--- src/hdl/video_mux_pkg.sv ---
package video_mux_pkg;
  localparam logic [7:0] CTRL_OFFSET = 8'h84;
  localparam logic [7:0] CTRL_RESET = 8'h00;
  localparam int BIT_DRIVE_EN = 7;
  localparam int BIT_SOCKET_CHOICE = 6;
  localparam int BIT_DETECT_EN = 5;
  localparam int PRIO_HI = 4;
  localparam int PRIO_LO = 2;
  localparam int BIT_SOCKET1_MODE = 1;
  localparam int BIT_SOCKET0_MODE = 0;
  localparam int VIDEO_WIDTH = 16;
  localparam logic [2:0] FUNC_PRIMARY = 3'h0;
  localparam logic [2:0] FUNC_SECONDARY = 3'h1;

  typedef enum logic [1:0] {
    SRC_NONE = 2'h0,
    SRC_A = 2'h1,
    SRC_B = 2'h3,
    SRC_EXT = 2'h2
  } source_t;

  typedef enum logic [2:0] {
    PRIO_A_B_E = 3'h0,
    PRIO_A_E_B = 3'h1,
    PRIO_B_A_E = 3'h2,
    PRIO_B_E_A = 3'h3,
    PRIO_E_A_B = 3'h4,
    PRIO_E_B_A = 3'h5
  } prio_t;
endpackage

--- src/hdl/video_src_if.sv ---
`timescale 1ns/1ps
`default_nettype none
interface video_src_if;
  logic [2:0] prio;
  logic a_active;
  logic b_active;
  logic ext_active;
  video_mux_pkg::source_t pick;
  modport top (output prio, output a_active, output b_active, output ext_active, input pick);
  modport arb (input prio, input a_active, input b_active, input ext_active, output pick);
endinterface
`default_nettype wire

--- src/hdl/video_priority_pick.sv ---
`timescale 1ns/1ps
`default_nettype none
module video_priority_pick (
  video_src_if.arb s
);
  logic [2:0] act;
  assign act = {s.ext_active, s.b_active, s.a_active};

  function automatic video_mux_pkg::source_t first3(
    input logic [2:0] av,
    input video_mux_pkg::source_t p0,
    input video_mux_pkg::source_t p1,
    input video_mux_pkg::source_t p2
  );
    video_mux_pkg::source_t r;
    r = video_mux_pkg::SRC_NONE;
    if (av[2]) begin
      r = p2;
    end
    if (av[1]) begin
      r = p1;
    end
    if (av[0]) begin
      r = p0;
    end
    return r;
  endfunction

  always_comb begin
    s.pick = video_mux_pkg::SRC_NONE;
    unique case (s.prio)
      video_mux_pkg::PRIO_A_B_E: begin
        s.pick = first3({act[2], act[1], act[0]}, video_mux_pkg::SRC_A, video_mux_pkg::SRC_B, video_mux_pkg::SRC_EXT);
      end
      video_mux_pkg::PRIO_A_E_B: begin
        s.pick = first3({act[1], act[2], act[0]}, video_mux_pkg::SRC_A, video_mux_pkg::SRC_EXT, video_mux_pkg::SRC_B);
      end
      video_mux_pkg::PRIO_B_A_E: begin
        s.pick = first3({act[2], act[0], act[1]}, video_mux_pkg::SRC_B, video_mux_pkg::SRC_A, video_mux_pkg::SRC_EXT);
      end
      video_mux_pkg::PRIO_B_E_A: begin
        s.pick = first3({act[0], act[2], act[1]}, video_mux_pkg::SRC_B, video_mux_pkg::SRC_EXT, video_mux_pkg::SRC_A);
      end
      video_mux_pkg::PRIO_E_A_B: begin
        s.pick = first3({act[1], act[0], act[2]}, video_mux_pkg::SRC_EXT, video_mux_pkg::SRC_A, video_mux_pkg::SRC_B);
      end
      video_mux_pkg::PRIO_E_B_A: begin
        s.pick = first3({act[0], act[1], act[2]}, video_mux_pkg::SRC_EXT, video_mux_pkg::SRC_B, video_mux_pkg::SRC_A);
      end
      // Reserved codes route nothing
      default: begin
        s.pick = video_mux_pkg::SRC_NONE;
      end
    endcase
  end
endmodule
`default_nettype wire

--- src/hdl/video_port_source_mux.sv ---
`timescale 1ns/1ps
`default_nettype none
module video_port_source_mux (
  input wire logic CLK,
  input wire logic RST,
  input wire logic CFG_WR,
  input wire logic CFG_RD,
  input wire logic [2:0] CFG_FUNC,
  input wire logic [7:0] CFG_ADDR,
  input wire logic [7:0] CFG_WDATA,
  output logic [7:0] CFG_RDATA,
  output logic CFG_HIT,
  input wire logic [15:0] CARD0_VIDEO,
  input wire logic [15:0] CARD1_VIDEO,
  input wire logic [15:0] EXT_VIDEO,
  input wire logic CARD0_ACTIVE,
  input wire logic CARD1_ACTIVE,
  input wire logic EXT_ACTIVE,
  output logic [15:0] VIDEO_OUT,
  output logic VIDEO_OUT_OE,
  output logic SOCKET0_VIDEO_IN_EN,
  output logic SOCKET1_VIDEO_IN_EN,
  output logic [1:0] ROUTED_SOURCE
);
  ////////////////////////////////////////////////////////////////////////////
  // Configuration register
  logic [7:0] ctrl_r;
  logic [7:0] ctrl_nxt;
  logic func_ok;
  logic addr_hit;
  logic wr_hit;

  // Visible in both functions
  assign func_ok = (CFG_FUNC == video_mux_pkg::FUNC_PRIMARY) || (CFG_FUNC == video_mux_pkg::FUNC_SECONDARY);
  assign addr_hit = func_ok && (CFG_ADDR == video_mux_pkg::CTRL_OFFSET);
  assign wr_hit = CFG_WR && addr_hit;
  assign ctrl_nxt = wr_hit ? CFG_WDATA : ctrl_r;
  assign CFG_HIT = (CFG_WR || CFG_RD) && addr_hit;
  assign CFG_RDATA = (CFG_RD && addr_hit) ? ctrl_r : 8'h00;

  always_ff @(posedge CLK) begin
    if (RST) begin
      ctrl_r <= video_mux_pkg::CTRL_RESET;
    end else begin
      ctrl_r <= ctrl_nxt;
    end
  end

  ////////////////////////////////////////////////////////////////////////////
  // Pin synchronisers for activity flags
  logic [2:0] act_meta_r;
  logic [2:0] act_sync_r;
  always_ff @(posedge CLK) begin
    if (RST) begin
      act_meta_r <= 3'h0;
      act_sync_r <= 3'h0;
    end else begin
      act_meta_r <= {EXT_ACTIVE, CARD1_ACTIVE, CARD0_ACTIVE};
      act_sync_r <= act_meta_r;
    end
  end

  ////////////////////////////////////////////////////////////////////////////
  // Source selection
  logic drive_en;
  logic socket_choice;
  logic detect_en;
  logic socket0_mode;
  logic socket1_mode;
  logic drive_ok;
  video_mux_pkg::source_t manual_src;
  video_mux_pkg::source_t sel_src;
  video_src_if src_if ();

  assign drive_en = ctrl_r[video_mux_pkg::BIT_DRIVE_EN];
  assign socket_choice = ctrl_r[video_mux_pkg::BIT_SOCKET_CHOICE];
  assign detect_en = ctrl_r[video_mux_pkg::BIT_DETECT_EN];
  assign socket1_mode = ctrl_r[video_mux_pkg::BIT_SOCKET1_MODE];
  assign socket0_mode = ctrl_r[video_mux_pkg::BIT_SOCKET0_MODE];

  assign src_if.prio = detect_en ? ctrl_r[video_mux_pkg::PRIO_HI:video_mux_pkg::PRIO_LO] : 3'h0;
  assign src_if.a_active = act_sync_r[0];
  assign src_if.b_active = act_sync_r[1];
  assign src_if.ext_active = act_sync_r[2];

  video_priority_pick u_pick (
    .s(src_if)
  );

  assign manual_src = socket_choice ? video_mux_pkg::SRC_B : video_mux_pkg::SRC_A;
  assign sel_src = detect_en ? src_if.pick : manual_src;
  assign drive_ok = drive_en && !socket0_mode && !socket1_mode;
  assign SOCKET0_VIDEO_IN_EN = socket0_mode;
  assign SOCKET1_VIDEO_IN_EN = socket1_mode;

  ////////////////////////////////////////////////////////////////////////////
  // Registered output stage
  logic [15:0] data_nxt;
  logic [15:0] video_r;
  logic oe_r;
  logic [1:0] routed_r;
  video_mux_pkg::source_t route_nxt;

  assign route_nxt = drive_ok ? sel_src : video_mux_pkg::SRC_NONE;
  assign data_nxt = (route_nxt == video_mux_pkg::SRC_A) ? CARD0_VIDEO :
                    (route_nxt == video_mux_pkg::SRC_B) ? CARD1_VIDEO :
                    (route_nxt == video_mux_pkg::SRC_EXT) ? EXT_VIDEO : 16'h0000;

  always_ff @(posedge CLK) begin
    if (RST) begin
      video_r <= 16'h0000;
      oe_r <= 1'b0;
      routed_r <= 2'h0;
    end else begin
      video_r <= data_nxt;
      oe_r <= drive_ok && (route_nxt != video_mux_pkg::SRC_NONE);
      routed_r <= route_nxt;
    end
  end

  assign VIDEO_OUT = video_r;
  assign VIDEO_OUT_OE = oe_r;
  assign ROUTED_SOURCE = routed_r;
endmodule
`default_nettype wire

--- config.mk ---
export PLATFORM = sky130hd
export DESIGN_NAME = video_port_source_mux
export DESIGN_NICKNAME = d
export VERILOG_FILES = /design/src/hdl/video_mux_pkg.sv /design/src/hdl/video_src_if.sv /design/src/hdl/video_priority_pick.sv /design/src/hdl/video_port_source_mux.sv
export SDC_FILE = /design/constraint.sdc
export NUM_CORES = 1
export LEC_CHECK = 0
export BUFFER_PORTS_ARGS = -buffer_cell sky130_fd_sc_hd__buf_2
export CORE_MARGIN = 3
export CORE_UTILIZATION = 39
export CTS_BUF_LIST = sky130_fd_sc_hd__clkbuf_4 sky130_fd_sc_hd__clkbuf_8
export CTS_CLUSTER_DIAMETER = 200
export DETAILED_ROUTE_END_ITERATION = 8
export PLACE_DENSITY = 0.83
export SYNTH_ARGS = -nofsm -noshare
export SYNTH_HDL_FRONTEND = slang
export SYNTH_SLANG_ARGS = --single-unit
--- constraint.sdc ---
create_clock -name CLK -period 1.6 [get_ports CLK]
set_input_delay 0.08 -clock CLK [delete_from_list [all_inputs] [get_ports CLK]]
set_output_delay 0.08 -clock CLK [all_outputs]
set_load 0.005 [all_outputs]
==> results of run 1 <==
[cells by family (layout without fill, tap and decap cells)]
| kind of cell | after synthesis | after routing | share of synthesized area (%) |
|---|---|---|---|
| buffers and inverters | 11 | 138 | 5.140 |
| flip-flops | 33 | 33 | 42.41 |
| AND/OR/NAND/NOR | 54 | 54 | 23.13 |
| AO/OA/AOI/OAI | 40 | 40 | 21.93 |
| multiplexers | 11 | 11 | 7.390 |
[state kept, by name, indices dropped and copies added (netlist names)]
signal         flops
VIDEO_OUT_OE       1
act_meta_r         3
act_sync_r         3
ROUTED_SOURCE      2
ctrl_r             8
VIDEO_OUT         16
[cell type report]
| type | instances | area share [%] |
|---|---|---|
| clock buffers | 5 | 2.757 |
| multi-input cells | 105 | 34.94 |
| clock inverters | 3 | 2.607 |
| well taps | 48 | 2.406 |
| flip-flops and latches | 33 | 26.67 |
| repair buffers | 130 | 30.63 |
[power by group through the flow]
stage                     clock network [mW]  registers, mW  logic (mW)
after floorplan                            0          0.850      0.0497
after global placement                     0          0.851       0.155
after detailed placement                   0          0.851       0.158
after CTS                              0.935          0.831       0.180
after global routing                   0.978          0.833       0.204
final                                  0.915          0.832       0.187
[per-stage QoR]
stage                     area [um2]  worst slack (ns)
after floorplan                 1558          0.005128
after global placement          2203          -0.05299
after detailed placement        2203           -0.1282
after CTS                       2460          0.002216
after global routing            2496          -0.06113
final                           2496           0.01008
[final timing paths]
check / cells past startpoint / to / slack (ns) / startpoint
max reg2reg: 6 / VIDEO_OUT[3] / 0.01 / ctrl_r[3]
min: 2 / VIDEO_OUT[0] / 0.009 / CARD0_VIDEO[0]
min reg2reg: 1 / act_sync_r[0] / 0.44 / act_meta_r[0]
max: 6 / VIDEO_OUT[3] / 0.01 / ctrl_r[3]
[timing repair]
item,4_1_cts,5_1_grt
gates resized for setup,7,10
endpoints found under the setup margin,17,16
setup buffers,1,0
hold buffers,8,0
pin swaps,3,0
hold endpoints to repair,8,0
[Yosys cell counts, types with 2 or more instances]
library cell / instances
a21oi_1: 10
a21oi_2: 7
and3_1: 7
and4_1: 10
and4_2: 5
buf_2: 3
buf_6: 4
clkbuf_1: 2
dfxtp_1: 33
mux2i_1: 10
nand2_1: 5
nor2_1: 10
nor2b_1: 6
o2bb2ai_1: 16
[routing by layer]
| metal | track usage [%] | part of all wire (%) |
|---|---|---|
| met5 | 0 | 0 |
| met3 | 4.928 | 7.1 |
| met2 | 35.59 | 53 |
| met1 | 20.74 | 39 |
| met4 | 7.592 | 0.88 |
[worst register-to-register path: cells and delay by family (launching register included)]
family,cells,cell delay [ns]
buffers and inverters,1,0.16
and+or+nand+nor,1,0.22
muxes,1,0.34
AOI/OAI and AO/OA,3,0.41
DFF,1,0.40
==> impl_metrics.py, run 1 <==
metrics = {
    "global_routing": {
        "track_usage_pct": 19.28,
        "grt_pass1_wl_um": 7576,
        "grt_pass1_vias": 1717,
        "antenna_found_initial": 0,
        "overflow": 0,
        "grt_max_degree": 16,
    },
    "die": {
        "start_util_pct": 41.61,
        "io_pins": 104,
        "rows": 22,
        "dieArea_um2": 4789,
        "core-area_um2": 3744,
        "die_h_um": 69.20,
        "fp.dieW_um": 69.20,
    },
    "timing": {
        "setup_viol": 0,
        "fin_skew_ns": 0.003760,
        "fin_crit_ns": 1.590,
        "fmax_ghz": 0.6290,
        "final_hold_viol_count": 0,
        "max_slew_margin_pct": 69.90,
        "maxSlewViolCount": 0,
        "post-route-period-util_pct": 99.37,
        "tns_ns": 0,
        "tightest_slew_ns": 0.4504,
        "hold_slack_ns": 0.009440,
        "rsz0062_at_grt": "true",
    },
    "critical_path": {
        "crit_arrival_ns": 1.79,
        "slowest_delay_ns": 0.40,
        "crit_chain": "mux2_4, o211ai_4, buf_6, and4_1, a21oi_2, o2bb2ai_1",
        "cp_num_buf_inv": 1,
        "end_kind": "flop",
        "crit_type": "flop to flop",
        "cp.required_ns": 1.80,
        "worst-path-max-fanout": 10,
        "crit_family": "compound AO/OA/AOI/OAI gates",
        "crit_slowest_cell": "dfxtp_4",
        "crit_path_start_kind": "flop",
    },
    "cts": {
        "cts.sinks": 33,
        "cts_root_buf": "clkbuf_8",
        "numCtsBuffers": 5,
        "htreeDepth": 2,
        "cts_tree": "built",
        "clk_path_buf_depth": 2,
        "clkSlewWorstSetupHoldPaths_ns": 0.07,
        "clkLatencyLatePin_ns": 0.28,
    },
    "routing": {
        "via_per_inst": 5.043,
        "firstDrtPassIters": 4,
        "drt_iter0_markers": 50,
        "drc_errors": 0,
        "route.vias.total": 1634,
        "wl_um": 4683,
        "wl_per_cell_um": 14.45,
        "drtAntennaViolNets": 0,
    },
    "yosys": {
        "synthTopCellsByArea": "dfxtp_1 (42%), o2bb2ai_1 (9.0%), mux2i_1 (6.4%)",
        "synth_ff_type": "dfxtp_1",
        "yosysTopAreaCell": "dfxtp_1",
        "synthArstFlopShare_pct": 0,
        "syn_avg_cell_area_um2": 10.45,
        "synth-edff-count": 0,
        "syn_nets": 223,
        "postSynthCellCount": 149,
        "synth_top_area_share_pct": 42.41,
        "yosys_warnings": 0,
        "ys_ff_latch": 33,
        "seq_area_frac_synth_pct": 42.41,
        "netlist_area_um2": 1558,
        "synthDistinctLibCells": 35,
    },
    "pwr": {
        "p_leak_nw": 1.280,
        "p_int_mw": 1.561,
        "combPwrFrac_pct": 9.7,
        "switchingPower_mw": 0.3734,
        "pwr-share-clk_pct": 47.3,
        "p_per_area_nw_per_um2": 775.0,
        "ir_worst_vdd_mv": 0.5932,
        "total_power_mw": 1.935,
        "swShare_pct": 19.30,
        "seqPwrFrac_pct": 43.0,
    },
    "cells_and_area": {
        "instances_no_fill": 324,
        "num_antenna_cells": 0,
        "fillers": 308,
        "synthToLayoutAreaGrowth_pct": 60.24,
        "multi_input_comb_area_um2": 872.1,
        "register_area_um2": 665.6,
        "final_net_count": 349,
        "mostFrequentLayoutCell": "buf_2",
        "drive_gt1_share_pct": 58.70,
        "post-route-util_pct": 66.68,
        "final_cell_mix": "buf_2 (102), dfxtp_1 (31), o2bb2ai_1 (16), buf_4 (16), a21oi_2 (11)",
    },
    "placed_design": {
        "place.gp.congestion": 0.8168,
        "port_buffers": 102,
        "placed_cells": 307,
        "dp.final_hpwl_um": 3309,
    },
    "min_path": {
        "min_path_type": "input pin to flop",
    },
    "status": {
        "status": "finished, final reports clean",
    },
    "job": {
        "drv_cap": 0,
    },
}
Power figures use the tool's default switching activity.
==> run 2: changes to the inputs <==
--- a/config.mk
+++ b/config.mk
@@ -10,8 +10,10 @@
 export CORE_UTILIZATION = 39
 export CTS_BUF_LIST = sky130_fd_sc_hd__clkbuf_4 sky130_fd_sc_hd__clkbuf_8
 export CTS_CLUSTER_DIAMETER = 200
+export CTS_CLUSTER_SIZE = 20
 export DETAILED_ROUTE_END_ITERATION = 8
 export PLACE_DENSITY = 0.83
+export SETUP_SLACK_MARGIN = 0.5
 export SYNTH_ARGS = -nofsm -noshare
 export SYNTH_HDL_FRONTEND = slang
 export SYNTH_SLANG_ARGS = --single-unit
==> run 2 against run 1 <==
  * Design area is 12% higher
  * Total power is 15% lower
  * Highest routed layer unchanged
  * Largest cell class unchanged
  * Final cell count increased by 3.4%
  * First-iteration DRC count rose by 28%
  * Sequential share of layout area decreased by 2.8 points
  * Setup slack got worse by 0.031 ns
  * Sequential cell count unchanged
  * Maximum frequency shrank 1.9%
  * Register-to-register slack worse by 0.03 ns
  * The flow now finishes with violations (negative setup slack)
==> impl_metrics.py, run 2 (synthesis results as in run 1) <==
metrics = {
    "placed_design": {
        "place_area_um2": 2180,
        "dp.final_hpwl_um": 3204,
        "post-place-ws_ns": -0.08088,
        "port_buffers": 102,
        "place.gp.congestion": 0.8267,
    },
    "routing": {
        "via_per_inst": 5.161,
        "route.vias.total": 1729,
        "drtAntennaViolNets": 0,
        "firstDrtPassIters": 4,
        "wl_um": 4997,
        "drt_iter0_markers": 64,
        "drc_errors": 0,
        "wl_per_cell_um": 14.92,
    },
    "pwr": {
        "p_leak_nw": 1.350,
        "total_power_mw": 1.646,
        "pwr-share-clk_pct": 36.5,
        "swShare_pct": 22.71,
        "combPwrFrac_pct": 13.1,
        "ir_worst_vdd_mv": 0.6180,
        "switchingPower_mw": 0.3738,
        "p_per_area_nw_per_um2": 588.0,
        "seqPwrFrac_pct": 50.4,
        "p_int_mw": 1.272,
    },
    "cells_and_area": {
        "drive_gt1_share_pct": 68.64,
        "stdcell_area_um2": 2799,
        "multi_input_comb_area_um2": 1035,
        "register_area_um2": 668.1,
        "num_antenna_cells": 0,
        "final_net_count": 360,
        "mostFrequentLayoutCell": "buf_2",
        "post-route-util_pct": 74.77,
        "fillers": 257,
        "largest_reg_flops": 16,
        "synthToLayoutAreaGrowth_pct": 79.68,
        "final_cell_mix": "buf_2 (92), dfxtp_1 (31), buf_6 (21)",
    },
    "global_routing": {
        "busiest_layer": "met2",
        "grtUsageMet3_pct": 6.232,
        "grt_pass1_vias": 1696,
        "antenna_found_initial": 0,
        "overflow": 0,
        "grt_max_degree": 18,
        "grt_use_met2_pct": 34.32,
        "track_usage_pct": 19.84,
        "grt.met1_usage_pct": 23.04,
        "grt_pass1_wl_um": 7838,
    },
    "critical_path": {
        "rrSetupSlack_ns": -0.02,
        "cp.required_ns": 1.77,
        "end_kind": "flop",
        "crit_arrival_ns": 1.79,
        "slowest_delay_ns": 0.37,
        "worst-path-max-fanout": 13,
        "crit_slowest_cell": "dfxtp_4",
        "crit_type": "flop to flop",
        "crit_path_start_kind": "flop",
        "crit_chain": "mux2_4, o211ai_4, buf_12, nand2_8, buf_4, a21oi_2, o2bb2ai_2",
    },
    "cts": {
        "cts_root_buf": "clkbuf_8",
        "cts_tree": "built",
        "htreeDepth": 2,
        "cts.sinks": 33,
        "numCtsBuffers": 5,
        "clk_path_buf_depth": 2,
        "clkLatencyLatePin_ns": 0.28,
        "clkSlewWorstSetupHoldPaths_ns": 0.07,
    },
    "timing": {
        "tightest_slew_ns": 0.2645,
        "setup_viol": 4,
        "fmax_ghz": 0.6171,
        "final_hold_viol_count": 0,
        "tns_ns": -0.03038,
        "fin_skew_ns": 0.007607,
        "max_slew_margin_pct": 82.34,
        "rsz0062_at_grt": "true",
        "timing.final.ws_setup_ns": -0.02043,
        "maxSlewViolCount": 0,
        "fin_crit_ns": 1.620,
        "post-route-period-util_pct": 101.3,
    },
    "die": {
        "io_pins": 104,
        "core-area_um2": 3744,
        "start_util_pct": 41.61,
        "dieArea_um2": 4789,
        "rows": 22,
        "die_h_um": 69.20,
        "fp.dieW_um": 69.20,
    },
    "min_path": {
        "min_path_type": "input pin to flop",
    },
    "job": {
        "drv_cap": 0,
    },
    "status": {
        "status": "finished, violations left",
        "violations": "negative setup slack",
    },
}
-- run 2: cell types whose count changed in the layout (fill, tap and decap cells not counted), moves of 6 or more --
cell	delta
buf_6	+18
and3_1	-6
buf_2	-10
o2bb2ai_1	-7
and3_4	+7
o2bb2ai_2	+7
-- run 2: path summary, 6_finish.rpt --
check                 start       endpoint  depth (start not counted)
max               ctrl_r[3]   VIDEO_OUT[2]                          7
min          CARD0_VIDEO[9]   VIDEO_OUT[9]                          2
max reg2reg       ctrl_r[3]   VIDEO_OUT[2]                          7
min reg2reg   act_meta_r[1]  act_sync_r[1]                          1
-- run 2: what timing repair did --
| item | CTS | global route |
|---|---|---|
| resized for setup | 33 | 28 |
| hold buffers | 4 | 1 |
| pin swaps | 16 | 14 |
| buffers inserted | 11 | 8 |
| endpoints found under the hold margin | 4 | 1 |
| endpoints found under the setup margin | 28 | 36 |
| cloned | 2 | 0 |
-- run 2: layout make-up --
cell class / count / share of cell area [%]
multi-input cells: 106 / 36.97
repair buffers: 140 / 33.93
flip-flops and latches: 33 / 23.87
clock buffers: 6 / 2.727
well taps: 48 / 2.146
clock inverters: 2 / 0.3576
-- run 2: worst max-delay path, delay by kind of cell (launching register included) --
family | cells | cell delay, ns
mux | 1 | 0.32
compound gates | 3 | 0.40
buf+inv | 2 | 0.32
flops | 1 | 0.37
simple gates | 1 | 0.09
-- run 2: power groups by stage --
stage / clock (mW) / combinational [mW] / sequential [mW]
3_5_place_dp: 0 / 0.160 / 0.851
5_1_grt: 0.649 / 0.234 / 0.830
2_1_floorplan: 0 / 0.0543 / 0.850
6_report: 0.601 / 0.216 / 0.829
4_1_cts: 0.616 / 0.202 / 0.829
3_3_place_gp: 0 / 0.159 / 0.851
-- run 2: per-layer routing --
metal  routed length (um)  part of all wire [%]
met1                 1963                    39
met2                 2557                    51
met3                  401                   8.0
met4                   74                   1.5
met5                    0                     0
-- run 2: metrics by stage --
step	hold slack [ns]	cells
floorplan	0.1516	149
global placement	0.2809	301
detailed placement	0.2864	301
CTS	0.00002762	326
global route	0.007964	335
finish	0.005195	335
==> run 3: changes to the inputs <==
--- a/config.mk
+++ b/config.mk
@@ -6,13 +6,15 @@
 export NUM_CORES = 1
 export LEC_CHECK = 0
 export BUFFER_PORTS_ARGS = -buffer_cell sky130_fd_sc_hd__buf_2
+export CELL_PAD_IN_SITES_DETAIL_PLACEMENT = 1
+export CELL_PAD_IN_SITES_GLOBAL_PLACEMENT = 1
 export CORE_MARGIN = 3
-export CORE_UTILIZATION = 39
+export CORE_UTILIZATION = 27
 export CTS_BUF_LIST = sky130_fd_sc_hd__clkbuf_4 sky130_fd_sc_hd__clkbuf_8
 export CTS_CLUSTER_DIAMETER = 200
 export CTS_CLUSTER_SIZE = 20
 export DETAILED_ROUTE_END_ITERATION = 8
-export PLACE_DENSITY = 0.83
+export PLACE_DENSITY = 0.81
 export SETUP_SLACK_MARGIN = 0.5
 export SYNTH_ARGS = -nofsm -noshare
 export SYNTH_HDL_FRONTEND = slang
==> run 3 against run 2 <==
  * The run still ends with negative setup slack left
  * Utilization down 23 points
  * Maximum frequency up 0.89%
  * Global-route usage down 3.7 points
  * Design area up 2.6%
  * Clock skew down 0.0043 ns
  * Clock power up 36%
  * Non-clock buffer count up 2
  * Clock-buffer cell count up 1
  * Setup slack better by 0.014 ns
  * Critical path type unchanged
  * Largest cell class unchanged
==> impl_metrics.py, run 3 (synthesis results as in run 1) <==
metrics = {
    "status": {
        "status": "finished, violations left",
        "violations": "negative setup slack",
    },
    "cells_and_area": {
        "drive_gt1_share_pct": 68.51,
        "num_antenna_cells": 0,
        "instances_no_fill": 361,
        "final_cell_mix": "buf_2 (92), dfxtp_1 (27), buf_6 (25)",
        "mostFrequentLayoutCell": "buf_2",
        "final_net_count": 362,
        "largest_reg_flops": 16,
        "synthToLayoutAreaGrowth_pct": 84.42,
        "fillers": 665,
    },
    "routing": {
        "drtAntennaViolNets": 0,
        "via_per_inst": 4.792,
        "drt_iter0_markers": 54,
        "route.vias.total": 1730,
        "firstDrtPassIters": 3,
        "drc_errors": 0,
        "wl_per_cell_um": 15.79,
        "wl_um": 5699,
    },
    "global_routing": {
        "grt_pass1_wl_um": 8314,
        "grt_pass1_vias": 1775,
        "grt_max_degree": 18,
        "overflow": 0,
        "track_usage_pct": 16.13,
        "antenna_found_initial": 0,
    },
    "die": {
        "rows": 27,
        "io_pins": 104,
        "fp.dieW_um": 81.96,
        "start_util_pct": 28.12,
        "core-area_um2": 5540,
        "die_h_um": 81.96,
        "dieArea_um2": 6717,
    },
    "pwr": {
        "p_leak_nw": 1.362,
        "seqPwrFrac_pct": 44.2,
        "combPwrFrac_pct": 12.3,
        "swShare_pct": 20.60,
        "p_per_area_nw_per_um2": 653.1,
        "pwr-share-clk_pct": 43.5,
        "ir_worst_vdd_mv": 0.3431,
        "total_power_mw": 1.876,
        "switchingPower_mw": 0.3866,
        "p_int_mw": 1.490,
    },
    "placed_design": {
        "place.gp.congestion": 0.7353,
        "dp.final_hpwl_um": 3945,
        "placed_cells": 331,
        "port_buffers": 102,
    },
    "timing": {
        "final_hold_viol_count": 0,
        "fin_skew_ns": 0.003325,
        "post-route-period-util_pct": 100.4,
        "maxSlewViolCount": 0,
        "fin_crit_ns": 1.606,
        "tightest_slew_ns": 0.2362,
        "rsz0062_at_grt": "true",
        "max_slew_margin_pct": 84.23,
        "timing.final.ws_setup_ns": -0.006201,
        "setup_viol": 1,
        "fmax_ghz": 0.6226,
    },
    "job": {
        "drv_cap": 0,
    },
    "cts": {
        "clkLatencyLatePin_ns": 0.28,
        "htreeDepth": 2,
        "cts_tree": "built",
        "cts_root_buf": "clkbuf_8",
        "cts.sinks": 33,
        "clkSlewWorstSetupHoldPaths_ns": 0.07,
        "numCtsBuffers": 5,
        "clk_path_buf_depth": 2,
    },
    "min_path": {
        "min_path_type": "input pin to flop",
    },
    "critical_path": {
        "rrSetupSlack_ns": -0.006,
        "crit_arrival_ns": 1.78,
        "end_kind": "flop",
        "crit_type": "flop to flop",
        "crit_path_start_kind": "flop",
        "worst-path-max-fanout": 5,
        "cp.required_ns": 1.77,
    },
}
run 3: changes by cell type in the layout (fill, tap and decap cells not counted), moves of 2 or more:
cell and delta:
mux2i_1 -2, and4_4 +2, buf_6 +4, o2bb2ai_2 -7, buf_4 -4, dlygate4sd3_1 +2, dfxtp_1 -4, dfxtp_2 +3
nor2_2 +2, clkinv_2 -2, o2bb2ai_1 +7, nor2_4 -2
run 3: final cells by class:
class / count / area [um2] / share of cell area, %
timing repair buffer: 142 / 979.7 / 34.10
clock buffer: 7 / 90.09 / 3.136
tap: 72 / 90.09 / 3.136
multi-input combinational: 106 / 1007 / 35.06
clock inverter: 1 / 30.03 / 1.045
sequential: 33 / 675.6 / 23.52
run 3: metrics by stage:
step           util (%)  hold WS [ns]  instance area [um2]   TNS (ns)  setup WS [ns]
3_3_place_gp      40.70        0.2808                 2255     -1.269       -0.08740
3_5_place_dp      40.70        0.2874                 2255     -2.635        -0.1899
6_report          51.85      0.006584                 2873  -0.006201      -0.006201
2_1_floorplan         -        0.1516                 1602          0        0.08318
4_1_cts           48.01      0.003211                 2660          0       0.001708
5_1_grt           51.85      0.003171                 2873    -0.9670       -0.09013
run 3: power groups by stage:
stage,clock (mW),sequential (mW),combinational [mW]
after floorplan,0,0.850,0.0543
after global placement,0,0.851,0.164
after detailed placement,0,0.851,0.168
after CTS,0.842,0.828,0.209
after global routing,0.877,0.829,0.249
final,0.816,0.829,0.231
run 3: layer usage:
layer	vias up	track usage (%)	wire length (um)
met2	58	31.83	3150
met5	-	0	0
met4	0	2.990	33
li1	843	-	-
met1	824	17.09	2113
met3	5	4.057	401
run 3: repair_timing:
action / in CTS / in global routing
gates cloned: 2 / 1
endpoints found under the hold margin: 6 / 1
pin swaps: 17 / 16
gates resized for setup: 36 / 33
buffers inserted: 6 / 6
hold buffers: 6 / 1
setup endpoints to repair: 29 / 35
run 3: final timing paths:
| path | start | to | cells after the start |
|---|---|---|---|
| worst min register to register | act_meta_r[0] | act_sync_r[0] | 1 |
| worst min-delay path | CARD0_VIDEO[3] | VIDEO_OUT[3] | 2 |
| worst max-delay path | ctrl_r[3] | VIDEO_OUT[11] | 9 |
| worst max register to register | ctrl_r[3] | VIDEO_OUT[11] | 9 |
run 3: critical path, cell delays in order (launching register included):
cell and delay (ns):
dfxtp_4 0.36, buf_4 0.15, a2bb2oi_4 0.16, buf_6 0.12
o211ai_4 0.06, buf_12 0.15, buf_6 0.12, and4_2 0.23
a21oi_2 0.09, o2bb2ai_1 0.06
